$ cat src/hw/pfs_pkg.sv
package pfs_pkg;

    // ----------------------------------------------------------------
    // Register map
    // ----------------------------------------------------------------
    localparam logic [11:0] PFS_IDX_TERM = 12'h461;
    localparam logic [11:0] PFS_IDX_CTL1 = 12'h462;
    localparam logic [11:0] PFS_IDX_CTL2 = 12'h463;
    localparam int          PFS_ADDR_W   = 14;
    localparam logic [13:0] PFS_ADDR_TERM = {PFS_IDX_TERM, 2'b00};
    localparam logic [13:0] PFS_ADDR_CTL1 = {PFS_IDX_CTL1, 2'b00};
    localparam logic [13:0] PFS_ADDR_CTL2 = {PFS_IDX_CTL2, 2'b00};

    // ----------------------------------------------------------------
    // Reset values and writable masks
    // ----------------------------------------------------------------
    localparam logic [15:0] PFS_TERM_RST  = 16'h0410;
    localparam logic [15:0] PFS_CTL1_RST  = 16'h0000;
    localparam logic [15:0] PFS_CTL2_RST  = 16'h0001;
    localparam logic [15:0] PFS_TERM_MASK = 16'hffff;
    localparam logic [15:0] PFS_CTL1_MASK = 16'h7777;
    localparam logic [15:0] PFS_CTL2_MASK = 16'h00f7;

    // ----------------------------------------------------------------
    // Field positions
    // ----------------------------------------------------------------
    localparam int PFS_TERM_LSB  = 1;
    localparam int PFS_TERM_W    = 4;
    localparam int PFS_A_FUNC_LSB = 0;
    localparam int PFS_A_CLK_LSB  = 4;
    localparam int PFS_B_FUNC_LSB = 8;
    localparam int PFS_B_CLK_LSB  = 12;
    localparam int PFS_C_FUNC_LSB = 0;
    localparam int PFS_C_CLK_LSB  = 4;
    localparam int PFS_C_CLK_W    = 4;

    // ----------------------------------------------------------------
    // Pin function and clock source codes
    // ----------------------------------------------------------------
    typedef enum logic [2:0] {
        PFS_FN_INDICATOR = 3'b000,
        PFS_FN_CLOCK     = 3'b001,
        PFS_FN_WAKE      = 3'b010,
        PFS_FN_UNDERVOLT = 3'b011,
        PFS_FN_TS_TX     = 3'b100,
        PFS_FN_TS_RX     = 3'b101,
        PFS_FN_LOW       = 3'b110,
        PFS_FN_HIGH      = 3'b111
    } pfs_func_t;

    localparam logic [3:0] PFS_CS_CRYSTAL  = 4'h0;
    localparam logic [3:0] PFS_CS_TRANSMIT = 4'h1;

endpackage : pfs_pkg

$ cat src/hw/pfs_top.sv
`timescale 1ns/1ps

module pfs_top (
    input  wire logic                          pclk,
    input  wire logic                          presetn,
    input  wire logic                          psel,
    input  wire logic                          penable,
    input  wire logic                          pwrite,
    input  wire logic [pfs_pkg::PFS_ADDR_W-1:0] paddr,
    input  wire logic [31:0]                   pwdata,
    output logic      [31:0]                   prdata,
    output logic                               pready,
    output logic                               pslverr,
    input  wire logic                          crystal_input_clock,
    input  wire logic                          transmit_line_clock,
    input  wire logic                          indicator_a_src,
    input  wire logic                          indicator_b_src,
    input  wire logic                          indicator_c_src,
    input  wire logic                          wake_on_lan_indication,
    input  wire logic                          undervoltage_indication,
    input  wire logic                          ts_transmit_event,
    input  wire logic                          ts_receive_event,
    output logic                               indicator_pin_a,
    output logic                               indicator_pin_b,
    output logic                               clock_output_pin,
    output logic      [pfs_pkg::PFS_TERM_W-1:0] rx_term_code
);
    import pfs_pkg::*;

    // ----------------------------------------------------------------
    // Register state
    // ----------------------------------------------------------------
    logic [15:0] term_q, term_d;
    logic [15:0] ctl1_q, ctl1_d;
    logic [15:0] ctl2_q, ctl2_d;
    logic [31:0] prdata_q, prdata_d;
    logic        pready_q, pready_d;
    logic        pslverr_q, pslverr_d;
    logic [15:0] rd_word;
    logic        hit;
    logic        wr_en;

    always_comb begin
        hit     = 1'b1;
        rd_word = 16'h0000;
        unique case (paddr)
            PFS_ADDR_TERM: rd_word = term_q;
            PFS_ADDR_CTL1: rd_word = ctl1_q;
            PFS_ADDR_CTL2: rd_word = ctl2_q;
            default:       hit     = 1'b0;
        endcase
    end

    // Writes land at the access edge where pready is sampled high.
    assign wr_en = psel & penable & pready_q & pwrite & hit;

    always_comb begin
        term_d    = term_q;
        ctl1_d    = ctl1_q;
        ctl2_d    = ctl2_q;
        prdata_d  = prdata_q;
        pslverr_d = 1'b0;
        // A one-cycle answer: pready rises in the first access cycle.
        pready_d  = psel & ~penable;
        if (psel & ~penable) begin
            prdata_d  = {16'h0000, rd_word};
            pslverr_d = ~hit;
        end
        if (wr_en && paddr == PFS_ADDR_TERM) begin
            term_d = pwdata[15:0] & PFS_TERM_MASK;
        end
        if (wr_en && paddr == PFS_ADDR_CTL1) begin
            ctl1_d = pwdata[15:0] & PFS_CTL1_MASK;
        end
        if (wr_en && paddr == PFS_ADDR_CTL2) begin
            ctl2_d = pwdata[15:0] & PFS_CTL2_MASK;
        end
    end

    always_ff @(posedge pclk or negedge presetn) begin
        if (!presetn) begin
            term_q    <= PFS_TERM_RST;
            ctl1_q    <= PFS_CTL1_RST;
            ctl2_q    <= PFS_CTL2_RST;
            prdata_q  <= 32'h0000_0000;
            pready_q  <= 1'b0;
            pslverr_q <= 1'b0;
        end else begin
            term_q    <= term_d;
            ctl1_q    <= ctl1_d;
            ctl2_q    <= ctl2_d;
            prdata_q  <= prdata_d;
            pready_q  <= pready_d;
            pslverr_q <= pslverr_d;
        end
    end

    assign prdata  = prdata_q;
    assign pready  = pready_q;
    assign pslverr = pslverr_q;

    // ----------------------------------------------------------------
    // Receive output termination
    // ----------------------------------------------------------------
    // One code fans out to every receive output driver; there is no
    // per-line copy, so the lines can never disagree.
    logic [PFS_TERM_W-1:0] term_out_q, term_out_d;

    assign term_out_d = term_q[PFS_TERM_LSB +: PFS_TERM_W];

    always_ff @(posedge pclk or negedge presetn) begin
        if (!presetn) begin
            term_out_q <= PFS_TERM_RST[PFS_TERM_LSB +: PFS_TERM_W];
        end else begin
            term_out_q <= term_out_d;
        end
    end

    assign rx_term_code = term_out_q;

    // ----------------------------------------------------------------
    // Pin function multiplexers
    // ----------------------------------------------------------------
    // Index 0 is indicator pin a, 1 is pin b, 2 is the clock output pin.
    // Clock sources are sampled as ordinary inputs, so a routed clock
    // appears one cycle late and is only faithful below half of pclk.
    logic [2:0] func_sel [3];
    logic [3:0] clk_sel  [3];
    logic [2:0] ind_src;
    logic [2:0] pin_q, pin_d;

    assign func_sel[0] = ctl1_q[PFS_A_FUNC_LSB +: 3];
    assign func_sel[1] = ctl1_q[PFS_B_FUNC_LSB +: 3];
    assign func_sel[2] = ctl2_q[PFS_C_FUNC_LSB +: 3];
    assign clk_sel[0]  = {1'b0, ctl1_q[PFS_A_CLK_LSB +: 3]};
    assign clk_sel[1]  = {1'b0, ctl1_q[PFS_B_CLK_LSB +: 3]};
    assign clk_sel[2]  = ctl2_q[PFS_C_CLK_LSB +: PFS_C_CLK_W];
    assign ind_src     = {indicator_c_src, indicator_b_src, indicator_a_src};

    for (genvar g = 0; g < 3; g++) begin : g_pin
        logic sel_clk;
        logic pin_nx;

        // Undefined clock source codes give a steady low rather than a
        // guessed clock.
        always_comb begin
            if (clk_sel[g] == PFS_CS_CRYSTAL) begin
                sel_clk = crystal_input_clock;
            end else if (clk_sel[g] == PFS_CS_TRANSMIT) begin
                sel_clk = transmit_line_clock;
            end else begin
                sel_clk = 1'b0;
            end
        end

        always_comb begin
            unique case (pfs_func_t'(func_sel[g]))
                PFS_FN_INDICATOR: pin_nx = ind_src[g];
                PFS_FN_CLOCK:     pin_nx = sel_clk;
                PFS_FN_WAKE:      pin_nx = wake_on_lan_indication;
                PFS_FN_UNDERVOLT: pin_nx = undervoltage_indication;
                PFS_FN_TS_TX:     pin_nx = ts_transmit_event;
                PFS_FN_TS_RX:     pin_nx = ts_receive_event;
                PFS_FN_LOW:       pin_nx = 1'b0;
                PFS_FN_HIGH:      pin_nx = 1'b1;
            endcase
        end

        // Each lane drives only its own bit, by a continuous assignment,
        // so no variable is written from more than one process.
        assign pin_d[g] = pin_nx;
    end

    always_ff @(posedge pclk or negedge presetn) begin
        if (!presetn) begin
            pin_q <= 3'h0;
        end else begin
            pin_q <= pin_d;
        end
    end

    assign indicator_pin_a  = pin_q[0];
    assign indicator_pin_b  = pin_q[1];
    assign clock_output_pin = pin_q[2];

endmodule : pfs_top

$ cat config.mk
export PLATFORM = sky130hd
export DESIGN_NAME = pfs_top
export DESIGN_NICKNAME = d
export VERILOG_FILES = /design/src/hw/pfs_pkg.sv /design/src/hw/pfs_top.sv
export SDC_FILE = /design/constraint.sdc
export NUM_CORES = 1
export LEC_CHECK = 0
export ABC_AREA = 1
export BUFFER_PORTS_ARGS = -buffer_cell sky130_fd_sc_hd__buf_2
export CAP_MARGIN = 20
export CORE_MARGIN = 3
export CORE_UTILIZATION = 51
export DETAILED_ROUTE_END_ITERATION = 16
export GPL_TIMING_DRIVEN = 0
export PLACE_DENSITY = 0.8
export SYNTH_ARGS = -nofsm -noshare
export SYNTH_HDL_FRONTEND = slang
export SYNTH_SLANG_ARGS = --single-unit
export TNS_END_PERCENT = 10
$ cat constraint.sdc
create_clock -name pclk -period 1.3 [get_ports pclk]
set_input_delay 0.13 -clock pclk [delete_from_list [all_inputs] [get_ports pclk]]
set_output_delay 0.13 -clock pclk [all_outputs]
set_load 0.005 [all_outputs]
Yosys cells after proc, flatten, opt, wreduce, memory -nomap -nowiden
Cells that the tools add are included.
Storage, ports and cells
  flip-flop bits (word level): 60
  bits in latches: 0
  RAM bits: 0
  bits in read-only memories: 0
  input bits: 60
  output and inout port bits: 41
  logic and storage cells: 64
  memories: 0
Cells by class
  $add $sub $neg: 0
  multipliers: 0
  div/mod/pow operators: 0
  order comparisons: 0
  equal/unequal tests: 27
  shifts and indexed selects: 0
  multiplexer cells: 12
  bitwise operators: 7
  reduce and logical (&&, ||, !) cells: 10
Operator list (number)
  $pmux 16 s3: 1
  $eq 14x13->1 const B: 3
  $eq 3x3->1 const B: 12
  $pmux 1 s8: 3
  $eq 3x2->1 const B: 6
  $eq 3x1->1 const B: 5
  $logic_not 4->1: 3
  $logic_not 3->1: 3
  $mux 1: 8
  $and 1x1->1: 5
  $eq 4x1->1 const B: 1
  $logic_and 1x1->1: 3
  $reduce_or 3->1: 1
  $not 1->1: 2

Longest topological paths before layout
  depth in word-level cells: 5
  depth in mapped cells: 9

Least setup slack after synthesis
Ideal clock, no wire load.
  kind: reg2reg
  start: register pready_q, in the netlist pready
  end: register term_q[11]
  data arrival time: 1056 ps
  slack: 126 ps
  stages on the path, launching flop included: 7
  path through: dfrtp_1 nand2_1 nor2_2 nand3_4 buf_6 nand2_1 o21ai_2
Between the ends
  longest elaborated chain between the ends: 4
RTL lines
  from (decl): RTL line pfs_top.sv:37  | logic pready_q, pready_d;
  from (signal assigned): RTL line pfs_top.sv:93  | pready_q <= pready_d;
  $and 1x1->1 (3 in a row): RTL line pfs_top.sv:55  | assign wr_en = psel & penable & pready_q & pwrite & hit;
  $logic_and 1x1->1: RTL line pfs_top.sv:69  | if (wr_en && paddr == PFS_ADDR_TERM) begin
  to (signal assigned): RTL line pfs_top.sv:89  | term_q <= term_d;
  to (decl): RTL line pfs_top.sv:33  | logic [15:0] term_q, term_d;
Every way passes these cells.
A chain may end at the register's enable or synchronous reset.

Worst setup path after layout
  start: register pready_q, in the netlist pready
  end: register ctl2_q[6]
Between the ends
  longest elaborated chain between the ends: 4
RTL lines
  $and 1x1->1 (3 in a row): RTL line pfs_top.sv:55
  $logic_and 1x1->1: RTL line pfs_top.sv:75  | if (wr_en && paddr == PFS_ADDR_CTL2) begin
  to (signal assigned): RTL line pfs_top.sv:91  | ctl2_q <= ctl2_d;
  to (decl): RTL line pfs_top.sv:35  | logic [15:0] ctl2_q, ctl2_d;
Every way passes these cells.

==> results.cfg <==
[pwr]
power.leakage_uw = 0.00207
ir_drop_uv = 565
combPwrFrac = 0.071
finalPower_uw = 3940
clockPowerShare = 0.452
p_switching_uw = 887
share_seq_of_total_power = 0.477
pwr_density_cell_nw_per_um2 = 1030
netSwitchingFraction = 0.225
internal-power_uw = 3050

[yosys]
synth_cell_type_count = 28
post-synth-top-count-cell = nand2_1
synth-edff-count = 0
synth_commonest_cells = 99 x nand2_1, 56 x dfrtp_1, 40 x nand3_1
synth-seq-cells = 60
synth_area_per_cell_um2 = 8.75
syn_inst = 353
synth_flop_cell = dfrtp_1
synth_area_um2 = 3090
async_flop_share = 1.00
ys_warn_count = 0
ys_seq_area_frac = 0.488
synth_top_area_cell = dfrtp_1
synthTopCellsByArea = dfrtp_1 45%, nand2_1 12%, o21ai_2 7.4%
synth_top_area_frac = 0.454

[placement]
place_area_um2 = 3590
gp_congestion = 0.888
dp_hpwl_mm = 5.36
numPortBuffers = 68

[clock_network]
clk_path_buf_depth = 2
htreeDepth = 3
cts_made_buffers = 9
cts_tree = done
cts.sink_count = 60
path_clk_slew_ns = 0.07
cts-root-buf = clkbuf_8
worstSkewPairLatency_ns = 0.34

[timing]
worst_slew_pin_slew_ns = 0.690
rsz0062_at_grt = no
period_share = 0.927
period_minus_slack_ns = 1.20
finalSetupViolCount = 0
max_freq_mhz = 830
hold_viol_final = 0
slew_headroom = 0.540
slew_viol_final = 0
skew_ns = 0.00412

[cells_and_area]
design_area_um2 = 3810
area.growth.synth_to_final_pct = 23.5
drive_above_1_share = 0.351
nets = 509
diodes = 0
nFillCells = 488

[critical_path]
cp_data_arrival_time_ns = 1.44
max_stage_delay_ns = 0.34
crit_fanout = 10
worstPathCellList = nand2_1, nor2_4, nand3_4, buf_6, nand2_1, o21ai_2
worstRegToRegCells = 6
crit_top_cell = nand2_1
crit_type = flop to flop
crit_slowest_cell = dfrtp_1
required_ns = 1.53
endpoint_kind = flop
critPathLaunchType = flop

[job]
maxCapViolations = 0

[global_route]
overflow = 0
grt_pass1_vias = 2591
grt_pass1_wl_mm = 12.5
gr-usage-all-layers = 0.225
antenna_found_initial = 0
grt_max_degree = 32

[route]
drc = 0
wl_per_cell_um = 13.9
drtIter0Drc = 183
via_per_inst = 5.05
vias = 2652
drt_wl_total_mm = 7.30
ant_nets = 0
drt-pass1-iter-count = 4

[die]
dieArea_um2 = 7020
initial_utilization = 0.544
row_count = 27
core-area_um2 = 5680
die_w_um = 83.8
fp.dieH_um = 83.8
pin_count = 101

[status]
outcome = finished clean

[min_path]
worstHoldPathType = input pin to flop
hold_depth = 3
-- area by class of cell --
cell class,instances,area [um^2],share of cell area
Sequential cell,60,1510,0.395
Multi-Input combinational cell,246,1280,0.337
Timing Repair Buffer,70,370,0.0971
Buffer,28,230,0.0603
Clock buffer,10,128,0.0335
Inverter,34,128,0.0335
Tap cell,72,90.1,0.0236
Clock inverter,5,77.6,0.0203
-- critical path: cells and delay by family, from the launching register on --
family                 cells  cell delay (ns)
flip-flops                 1             0.34
AND/OR/NAND/NOR            4             0.51
AO/OA/AOI/OAI              1             0.05
buffers and inverters      1             0.18
-- stage by stage --
step / utilization / instances / hold WS [ns] / TNS, ns / worst slack (ns)
after floorplan: - / 368 / -0.166 / 0 / 0.126
after global placement: 0.630 / 508 / 0.369 / -0.109 / -0.0370
after detailed placement: 0.633 / 509 / 0.210 / -0.206 / -0.0579
after CTS: 0.672 / 525 / 0.0117 / 0 / 0.0892
after global routing: 0.672 / 525 / 0.0311 / 0 / 0.00726
final: 0.672 / 525 / 0.0139 / 0 / 0.0953
-- power by group through the flow --
| stage | Combinational (uW) | Sequential (uW) | Clock, uW |
|---|---|---|---|
| floorplan | 132 | 1910 | 0 |
| detailed placement | 277 | 1910 | 0 |
| global route | 317 | 1880 | 1880 |
| global placement | 265 | 1910 | 0 |
| finish | 280 | 1880 | 1780 |
| CTS | 281 | 1880 | 1800 |
-- cell usage in the layout (no fill, tap or decap), drive strengths merged --
master / synthesis / layout
nand2: 102 / 102
buf: 27 / 96
dfrtp: 56 / 56
o21ai: 47 / 47
nand3: 44 / 44
inv: 34 / 34
nor2: 23 / 23
conb: 1 / 16
clkbuf: 1 / 11
nor3: 5 / 5
dfstp: 4 / 4
nand4: 3 / 3
a21oi: 3 / 3
bufinv: 0 / 2
clkinv: 0 / 2
or2: 1 / 1
a31oi: 1 / 1
o2111ai: 1 / 1
clkinvlp: 0 / 1
dlygate4sd3: 0 / 1
-- state kept, by name (all words and copies together) (netlist names) --
signal / count
ctl1_q: 12
term_q: 16
pin_q: 3
prdata: 16
rx_term_code: 4
pready: 1
pslverr: 1
ctl2_q: 7
-- logic make-up (layout without fill, tap and decap cells) --
kind of cell / after synthesis / count (layout) / share of synthesized area
AOI/OAI and AO/OA: 52 / 52 / 0.118
buffers and inverters: 62 / 147 / 0.116
DFF: 60 / 60 / 0.488
other: 1 / 16 / 0.00121
and+or+nand+nor: 178 / 178 / 0.278
-- routing by layer --
metal,GRT usage,vias to the layer above,share of wire
met5,0,-,0
met4,0.108,0,0.036
met3,0.0543,25,0.093
met2,0.337,127,0.46
met1,0.306,1198,0.41
li1,-,1302,-
-- path summary, 6_finish.rpt --
path                                        from                   endpoint  slack [ns]
setup / recovery                pready$_DFF_PN0_      ctl2_q[6]$_DFFE_PN0P_         0.1
hold reg to reg            term_q[4]$_DFFE_PN1P_  rx_term_code[3]$_DFF_PN1_        0.39
min in group asynchronous                presetn      ctl1_q[4]$_DFFE_PN0P_        0.37
setup reg to reg                pready$_DFF_PN0_      ctl2_q[6]$_DFFE_PN0P_         0.1
hold / removal                        pwdata[10]     term_q[10]$_DFFE_PN1P_        0.01
max in group asynchronous                presetn      prdata[3]$_DFFE_PN0P_        0.34
-- timing repair --
item / in CTS / in global routing
endpoints found under the hold margin: 25 / 0
endpoints found under the setup margin: 4 / 0
hold buffers: 1 / 0
gates resized for setup: 1 / 0
buffers inserted: 0 / 0
No activity file was read; power rests on OpenSTA's default activity.
